==> src/pef_regs.vh <==
`ifndef PEF_REGS_VH
`define PEF_REGS_VH
// ==========================================
// register byte offsets
`define PEF_FLAGS_OFF     8'h00
`define PEF_CLEAR_OFF     8'h04
`define PEF_ENABLE_OFF    8'h08
`define PEF_MODE_OFF      8'h0C
// ==========================================
// flag bit positions
`define PEF_BIT_OVF       0
`define PEF_BIT_PERIOD    1
`define PEF_BIT_CAPCMP    2
`define PEF_BIT_UNIMPL    3
`define PEF_BIT_TXEMPTY   4
// ==========================================
// reset values and capture/compare modes
`define PEF_FLAGS_RST     5'h00
`define PEF_ENABLE_RST    5'h00
`define PEF_MODE_RST      2'h0
`define PEF_MODE_OFF_SEL  2'h0
`define PEF_MODE_CAPTURE  2'h1
`define PEF_MODE_COMPARE  2'h2
`define PEF_MODE_PWM      2'h3
`define PEF_IMPL_MASK     5'h17
`endif

==> src/pef_flags.v <==
// The implementer's own choices: the register offsets and the AXI4-Lite interface to the registers.
`timescale 1ns/1ps
// Behaviour
// - transmit flag bit 4 reads 1 when buffer empty, 0 when full
// - bit 3 unimplemented: reads 0, writes ignored
// - capture mode: capture event sets bit 2, held until software clears
// - compare mode: match sets bit 2 held; PWM mode leaves bit 2 unused
// - short timer count equals period sets bit 1, held until cleared
`include "pef_regs.vh"
module pef_flags (
  // clock and reset
  input  wire        clk,
  input  wire        resetn,
  // event sources, same clock domain, one-cycle strobes except txBufferEmpty, a live level
  input  wire        txBufferEmpty,
  input  wire        captureEvent,
  input  wire        compareMatch,
  input  wire        periodMatch,
  input  wire        wideOverflow,
  // axi4-lite write address
  input  wire [7:0]  s_axi_awaddr,
  input  wire        s_axi_awvalid,
  output wire        s_axi_awready,
  // axi4-lite write data
  input  wire [31:0] s_axi_wdata,
  input  wire [3:0]  s_axi_wstrb,
  input  wire        s_axi_wvalid,
  output wire        s_axi_wready,
  // axi4-lite write response
  output reg  [1:0]  s_axi_bresp,
  output reg         s_axi_bvalid,
  input  wire        s_axi_bready,
  // axi4-lite read address
  input  wire [7:0]  s_axi_araddr,
  input  wire        s_axi_arvalid,
  output wire        s_axi_arready,
  // axi4-lite read data
  output reg  [31:0] s_axi_rdata,
  output reg  [1:0]  s_axi_rresp,
  output reg         s_axi_rvalid,
  input  wire        s_axi_rready,
  // interrupt and status
  output wire        irq,
  output wire [7:0]  peripheralEventFlags
);
  // ==========================================
  // state
  reg  [4:0] flags;
  reg  [4:0] enable;
  reg  [1:0] capcmpMode;
  reg        awHeld;
  reg        wHeld;
  reg  [7:0] awAddr;
  reg [31:0] wData;
  reg  [3:0] wStrb;
  wire [4:0] liveFlags;
  wire [4:0] setEvents;
  wire [4:0] clearMask;
  wire       doWrite;
  // ==========================================
  // flag view
  // bit 4 is live buffer state, not latched, so software cannot clear it
  assign liveFlags = {txBufferEmpty, 1'b0, flags[2:0]};
  assign peripheralEventFlags = {3'h0, liveFlags};
  assign irq = |(liveFlags & enable);
  // ==========================================
  // write channel: address and data taken in either order
  assign s_axi_awready = !awHeld && !s_axi_bvalid;
  assign s_axi_wready  = !wHeld && !s_axi_bvalid;
  assign doWrite = awHeld && wHeld && !s_axi_bvalid;
  always @(posedge clk or negedge resetn) begin
    if (!resetn) begin
      awHeld       <= 1'b0;
      wHeld        <= 1'b0;
      awAddr       <= 8'h00;
      wData        <= 32'h00000000;
      wStrb        <= 4'h0;
      s_axi_bvalid <= 1'b0;
      s_axi_bresp  <= 2'h0;
    end else begin
      if (s_axi_awvalid && s_axi_awready) begin
        awHeld <= 1'b1;
        awAddr <= s_axi_awaddr;
      end
      if (s_axi_wvalid && s_axi_wready) begin
        wHeld <= 1'b1;
        wData <= s_axi_wdata;
        wStrb <= s_axi_wstrb;
      end
      if (doWrite) begin
        awHeld       <= 1'b0;
        wHeld        <= 1'b0;
        s_axi_bvalid <= 1'b1;
        case (awAddr[7:2])
          6'h00, 6'h01, 6'h02, 6'h03: s_axi_bresp <= 2'h0;
          default:                    s_axi_bresp <= 2'h2;
        endcase
      end else if (s_axi_bvalid && s_axi_bready) begin
        s_axi_bvalid <= 1'b0;
      end
    end
  end
  // ==========================================
  // flag and control registers
  // set wins over a clear landing in the same cycle
  assign clearMask = (doWrite && awAddr == `PEF_CLEAR_OFF && wStrb[0]) ?
                     (wData[4:0] & `PEF_IMPL_MASK) : 5'h00;
  assign setEvents[`PEF_BIT_OVF]     = wideOverflow;
  assign setEvents[`PEF_BIT_PERIOD]  = periodMatch;
  assign setEvents[`PEF_BIT_CAPCMP]  =
    (capcmpMode == `PEF_MODE_CAPTURE && captureEvent) ||
    (capcmpMode == `PEF_MODE_COMPARE && compareMatch);
  assign setEvents[`PEF_BIT_UNIMPL]  = 1'b0;
  assign setEvents[`PEF_BIT_TXEMPTY] = 1'b0;
  always @(posedge clk or negedge resetn) begin
    if (!resetn) begin
      flags      <= `PEF_FLAGS_RST;
      enable     <= `PEF_ENABLE_RST;
      capcmpMode <= `PEF_MODE_RST;
    end else begin
      flags <= ((flags & ~clearMask) | setEvents) & 5'h07;
      if (doWrite && wStrb[0] && awAddr == `PEF_ENABLE_OFF)
        enable <= wData[4:0] & `PEF_IMPL_MASK;
      if (doWrite && wStrb[0] && awAddr == `PEF_MODE_OFF)
        capcmpMode <= wData[1:0];
    end
  end
  // ==========================================
  // read channel, one cycle after address accepted
  assign s_axi_arready = !s_axi_rvalid;
  always @(posedge clk or negedge resetn) begin
    if (!resetn) begin
      s_axi_rvalid <= 1'b0;
      s_axi_rdata  <= 32'h00000000;
      s_axi_rresp  <= 2'h0;
    end else if (s_axi_arvalid && s_axi_arready) begin
      s_axi_rvalid <= 1'b1;
      s_axi_rresp  <= 2'h0;
      case (s_axi_araddr)
        `PEF_FLAGS_OFF:  s_axi_rdata <= {27'h0, liveFlags};
        `PEF_CLEAR_OFF:  s_axi_rdata <= 32'h00000000;
        `PEF_ENABLE_OFF: s_axi_rdata <= {27'h0, enable};
        `PEF_MODE_OFF:   s_axi_rdata <= {30'h0, capcmpMode};
        default: begin
          s_axi_rdata <= 32'h00000000;
          s_axi_rresp <= 2'h2;
        end
      endcase
    end else if (s_axi_rvalid && s_axi_rready) begin
      s_axi_rvalid <= 1'b0;
    end
  end
endmodule // pef_flags

==> config.mk <==
export PLATFORM = sky130hd
export DESIGN_NAME = pef_flags
export DESIGN_NICKNAME = d
export VERILOG_FILES = /design/src/pef_flags.v
export VERILOG_INCLUDE_DIRS = /design/src
export SDC_FILE = /design/constraint.sdc
export NUM_CORES = 1
export LEC_CHECK = 0
export ABC_AREA = 1
export BUFFER_PORTS_ARGS = -buffer_cell sky130_fd_sc_hd__buf_2
export CAP_MARGIN = 0
export CORE_MARGIN = 1.5
export CORE_UTILIZATION = 30
export CTS_BUF_LIST = sky130_fd_sc_hd__clkbuf_16
export DETAILED_ROUTE_END_ITERATION = 7
export GPL_TIMING_DRIVEN = 0
export PLACE_DENSITY = 0.65
export SLEW_MARGIN = 20
export SYNTH_ARGS = -nofsm -noshare
export SYNTH_HDL_FRONTEND = slang
export SYNTH_SLANG_ARGS = --single-unit
==> constraint.sdc <==
create_clock -name clk -period 1.5 [get_ports clk]
set_input_delay 0.075 -clock clk [delete_from_list [all_inputs] [get_ports clk]]
set_output_delay 0.075 -clock clk [all_outputs]
set_load 0.01 [all_outputs]
==> results.json, run 1 <==
{
  "worst_setup_path_end_kind": "register",
  "port_buffers": 48,
  "dr_total_vias": 1439,
  "ios": 114,
  "whs_ns": 0.00869,
  "wl_mm": 3.27,
  "root_buffer": "clkbuf_16",
  "p_leak_nw": 1.32,
  "fill_cells": 565,
  "crit_arrival_ns": 1.42,
  "grt_overflow": 0,
  "cp_data_required_time_ns": 1.65,
  "post_drt_wl_per_cell_um": 8.73,
  "yosys_most_used_dff": "dfrtp_1",
  "finalClockSkew_ns": 0.00307,
  "std_cell_rows": 27,
  "cts_sinks": 32,
  "antenna_found_initial": 0,
  "fmax_mhz": 790,
  "grt_max_degree": 33,
  "p_per_area_mw_per_mm2": 1260,
  "cts_buffer_depth": 2,
  "setup-tns-final_ns": 0,
  "cts_buffers": 5,
  "path_cells": "inv_1 > nand3_2 > nor2_4 > nand2_1 > nor2_2 > nand2_1 > nand2_1 > nand2_1",
  "vias_per_cell": 3.85,
  "synth-seq-area-share_pct": 47.0,
  "area_growth_pct": 36.9,
  "dp_cells": 363,
  "dpl.hpwl_mm": 2.66,
  "drc": 0,
  "start_kind": "register",
  "synth.ff_latch_count": 32,
  "stdcell_count": 374,
  "crit_family": "simple AND/OR/NAND/NOR gates",
  "maxSlewViolCount": 0,
  "grt_pass1_wl_mm": 5.43,
  "tritoncts": "yes",
  "grt_pass1_vias": 1248,
  "num_antenna_cells": 0,
  "ff_latch_area_um2": 801,
  "worst_pin_slew_ns": 0.700,
  "status": "complete, no violations",
  "multi_input_area_um2": 672,
  "path_buf_inv": 1,
  "gp_congestion": 0.750,
  "synthArstFlopShare_pct": 100,
  "synth_warnings": 0,
  "grt_use_total_pct": 11.3,
  "final_core_util_pct": 42.3,
  "syn_avg_cell_area_um2": 8.11,
  "rr_worst_depth": 8,
  "setup_violations": 0,
  "layout-drive-gt1-share_pct": 32.8,
  "core_area_mm2": 0.00551,
  "crit_path_max_fanout": 6,
  "die_w_um": 78.3,
  "crit_cells": 8,
  "finalHoldViolCount": 0,
  "clkLatencyLatePin_ns": 0.26,
  "initial_core_util_pct": 30.9,
  "vdd_drop_max_mv": 0.773,
  "cts_max_level": 2,
  "netlist_area_mm2": 0.00170,
  "synth.distinct_cells": 20,
  "hold_class": "input port to register",
  "die_h_um": 78.3,
  "first_pass_iters": 4,
  "hold_depth": 2,
  "cts.clk_slew.worst_paths_ns": 0.05,
  "cp_slowest_cell": "dfrtp_1",
  "post-route-min-period_ns": 1.27,
  "syn_inst": 210,
  "die-area_mm2": 0.00614,
  "critical_path_class": "register to register",
  "period_share_pct": 84.3,
  "synth_edf_count": 0,
  "rsz0062_at_grt": "no",
  "num-nets-final": 366,
  "path_common_cell": "nand2_1",
  "drtAntennaViolNets": 0,
  "drv_cap": 0,
  "max_stage_delay_ns": 0.40,
  "max_slew_margin_pct": 53.3,
  "drtIter0Drc": 33
}
## repair_timing
action                                 in CTS  in global routing
gates resized for setup                     0                  0
setup endpoints to repair                   0                  0
hold buffers                                4                  0
setup buffers                               0                  0
endpoints found under the hold margin      35                  0
## kinds of logic after synthesis
| family | after synthesis | share of synthesized area [%] |
|---|---|---|
| other | 1 | 0.220 |
| DFF | 32 | 47.0 |
| buffers and inverters | 57 | 20.8 |
| AOI/OAI and AO/OA | 21 | 6.25 |
| and+or+nand+nor | 96 | 23.7 |
| muxes | 3 | 1.98 |
## final timing paths
path	start	endpoint	slack [ns]
min in group asynchronous	resetn	s_axi_rresp[1]	0.40
max	s_axi_bvalid	flags[0]	0.23
max reg2reg	s_axi_bvalid	flags[0]	0.23
min reg2reg	s_axi_rdata[2]	s_axi_rdata[2]	0.49
max in group asynchronous	resetn	flags[2]	0.65
min	s_axi_rready	s_axi_rvalid	0.009
## synth_stat cells, types with 2 or more instances
cell type / instances / area share [%]
nand2_1: 54 / 12
buf_4: 35 / 15
dfrtp_1: 32 / 47
nor2_1: 25 / 5.5
inv_1: 20 / 4.4
a21oi_1: 10 / 2.9
nand3_1: 10 / 2.9
o21ai_0: 6 / 1.8
o21ai_1: 4 / 1.2
mux2_2: 3 / 2.0
nand3_2: 2 / 1.2
## layer usage
metal / part of all wire, % / global-route usage [%]
met2: 45 / 18.6
met3: 8.2 / 3.84
met1: 46 / 13.8
met5: 0 / 0
met4: 0.70 / 4.29
## area by class of cell
| class | instances | area share [%] |
|---|---|---|
| clock buffers | 5 | 5.37 |
| repair buffers | 52 | 12.0 |
| flip-flops and latches | 32 | 34.4 |
| plain buffers | 37 | 12.0 |
| clock inverters | 2 | 0.376 |
| multi-input cells | 154 | 28.8 |
| inverters | 20 | 3.22 |
| well taps | 72 | 3.86 |
## placed cells by master (no fill, tap or decap), drive strengths merged
master        n
o21ai        10
buf          85
nand2        55
clkbuf        5
nor2         27
nand4         1
nand3b        1
nand3        12
inv          21
clkinv        1
a31oi         1
mux2          3
a21oi        10
dfrtp        32
conb         34
dlygate4sd3   4
## registers in the layout, indices dropped and copies added, names as in the netlist
signal        count
enable            4
s_axi_rresp       1
flags             3
capcmpMode        2
s_axi_bvalid      1
s_axi_rvalid      1
awAddr            8
s_axi_rdata       4
wStrb             1
awHeld            1
s_axi_bresp       1
wHeld             1
wData             4
## stage by stage
step                      total power (W)  area (µm²)  setup WS, ns
after floorplan                   0.00181        1830         0.308
after global placement            0.00203        2160         0.242
after detailed placement          0.00207        2160         0.220
after CTS                         0.00300        2330         0.206
after global routing              0.00317        2330        0.0540
final                             0.00294        2330         0.235
## power by group
| part | switching, W | internal, W | total (W) |
|---|---|---|---|
| sequential | 0.000116 | 0.00110 | 0.00121 |
| clock | 0.000308 | 0.000593 | 0.000901 |
| combinational | 0.000476 | 0.000353 | 0.000829 |
| total | 0.000900 | 0.00204 | 0.00294 |
Power figures use the tool's default switching activity.
==> inputs of run 2 (changes only) <==
- clock period: 1.5 -> 1.25 ns (I/O delays scaled with it)
==> run 2 against run 1 <==
Compared with the run above: clock power is 20% higher; combinational power is 33% higher; flip-flop and latch count unchanged; sequential power rose by 22%; core utilization rose by 0.91 points; critical path depth fell by 2; sequential share of layout area decreased by 0.72 points.
==> results.json, run 2 (synthesized netlist as in run 1, its figures left out) <==
{
  "final_cell_mix": "nand2_1, buf_2, buf_4",
  "ios": 114,
  "cp_data_required_time_ns": 1.40,
  "layout-drive-gt1-share_pct": 34.3,
  "worst_setup_path_end_kind": "register",
  "max_slew_margin_pct": 53.0,
  "rsz0062_at_grt": "yes",
  "setup-tns-final_ns": 0,
  "drtAntennaViolNets": 0,
  "grt_pass1_wl_mm": 5.47,
  "root_buffer": "clkbuf_16",
  "place_area_mm2": 0.00216,
  "combPwrFrac_pct": 30.0,
  "dr_total_vias": 1452,
  "design_area_mm2": 0.00238,
  "power.internal_w": 0.00252,
  "vdd_drop_max_mv": 1.08,
  "status": "complete, no violations",
  "p_per_area_mw_per_mm2": 1540,
  "num-nets-final": 370,
  "drv_cap": 0,
  "largest_reg_flops": 8,
  "grt_use_total_pct": 11.4,
  "die-area_mm2": 0.00614,
  "worst_pin_slew_ns": 0.705,
  "gp_congestion": 0.750,
  "core_area_mm2": 0.00551,
  "cts_max_level": 2,
  "critical_path_class": "register to register",
  "area_growth_pct": 39.8,
  "path_cells": "buf_4 > nor2_1 > nand2_2 > buf_6 > nor2_1 > a21oi_1",
  "cts_buffers": 5,
  "first_pass_iters": 4,
  "largest_register": "awAddr",
  "wl_mm": 3.32,
  "hold_class": "input port to register",
  "final_common_cell": "nand2_1",
  "swShare_pct": 31.0,
  "grt_max_degree": 33,
  "setup_violations": 0,
  "fmax_mhz": 827,
  "maxSlewViolCount": 0,
  "crit_arrival_ns": 1.36,
  "cts.clk_slew.worst_paths_ns": 0.05,
  "period_share_pct": 96.7,
  "num_antenna_cells": 0,
  "std_cell_rows": 27,
  "clkLatencyLatePin_ns": 0.26,
  "cp_slowest_cell": "dfrtp_1",
  "cts_sinks": 32,
  "grt_overflow": 0,
  "tritoncts": "yes",
  "p_sw_w": 0.00113,
  "die_h_um": 78.3,
  "start_kind": "register",
  "clkPwrFrac_pct": 29.6,
  "port_buffers": 48,
  "post-route-min-period_ns": 1.21,
  "grt_pass1_vias": 1259,
  "seq_power_share_pct": 40.4,
  "die_w_um": 78.3,
  "p_leak_nw": 1.34,
  "finalHoldViolCount": 0,
  "vias_per_cell": 3.84,
  "post_drt_wl_per_cell_um": 8.79,
  "dpl.hpwl_mm": 2.66,
  "max_stage_delay_ns": 0.40,
  "crit_path_max_fanout": 10,
  "drc": 0,
  "cts_buffer_depth": 2,
  "path_common_cell": "nor2_1",
  "drtIter0Drc": 42,
  "finalClockSkew_ns": 0.00331,
  "antenna_found_initial": 0,
  "initial_core_util_pct": 30.9
}
[run 2: changes by cell type in the layout (fill, tap and decap cells not counted), sizes merged]
cell | before | now
buf | 85 | 88
dlygate4sd3 | 4 | 5
[run 2: metrics by stage]
stage / std cells / total power [W] / utilization (%) / worst slack (ns) / hold slack (ns)
detailed placement: 363 / 0.00248 / 39.2 / -0.0300 / 0.161
floorplan: 243 / 0.00218 / - / 0.0579 / -0.233
global route: 378 / 0.00393 / 43.2 / -0.0742 / 0.0259
finish: 378 / 0.00366 / 43.2 / 0.0411 / 0.0283
CTS: 375 / 0.00363 / 42.7 / 0.0222 / 0.0218
global placement: 363 / 0.00243 / 39.2 / -0.00818 / 0.152
[run 2: layer usage]
metal	track usage, %	share of wire, %	vias to the layer above
met5	0	0	-
met4	4.29	0.69	0
met3	3.84	8.0	2
met2	18.8	45	58
met1	13.8	46	614
li1	-	-	778
[run 2: final cells by class]
cell class	instances	area (µm²)
inverter	20	75.1
buffer	37	279
sequential	32	801
clock buffer	5	125
timing repair buffer	56	313
fill	562	3130
clock inverter	2	8.76
multi-input combinational	154	689
tap	72	90.1
[run 2: final timing paths]
check | depth (start not counted) | end | startpoint | slack (ns)
worst max-delay path | 6 | awAddr[5] | s_axi_bvalid | 0.04
worst max register to register | 6 | awAddr[5] | s_axi_bvalid | 0.04
worst min-delay path | 2 | awAddr[0] | s_axi_awaddr[0] | 0.03
max in group asynchronous | 2 | flags[2] | resetn | 0.41
min in group asynchronous | 2 | s_axi_rresp[1] | resetn | 0.39
worst min register to register | 2 | s_axi_bresp[1] | s_axi_bresp[1] | 0.49
[run 2: power groups by stage]
stage	Clock [W]	Sequential, W	Combinational [W]
6_report	0.00108	0.00148	0.00110
2_1_floorplan	0	0.00146	0.000713
5_1_grt	0.00117	0.00151	0.00125
3_3_place_gp	0	0.00147	0.000963
4_1_cts	0.00112	0.00148	0.00103
3_5_place_dp	0	0.00148	0.00100
[run 2: what timing repair did]
action | CTS | global route
hold buffers | 5 | 0
buffers inserted | 0 | 3
hold endpoints to repair | 36 | 0
resized for setup | 3 | 2
setup endpoints to repair | 3 | 9
pin swaps | 0 | 5
[run 2: critical path: cells and delay by family, from the launching register on]
family,cells,cell delay [ns]
simple gates,3,0.34
compound gates,1,0.05
buf+inv,2,0.30
flops,1,0.40
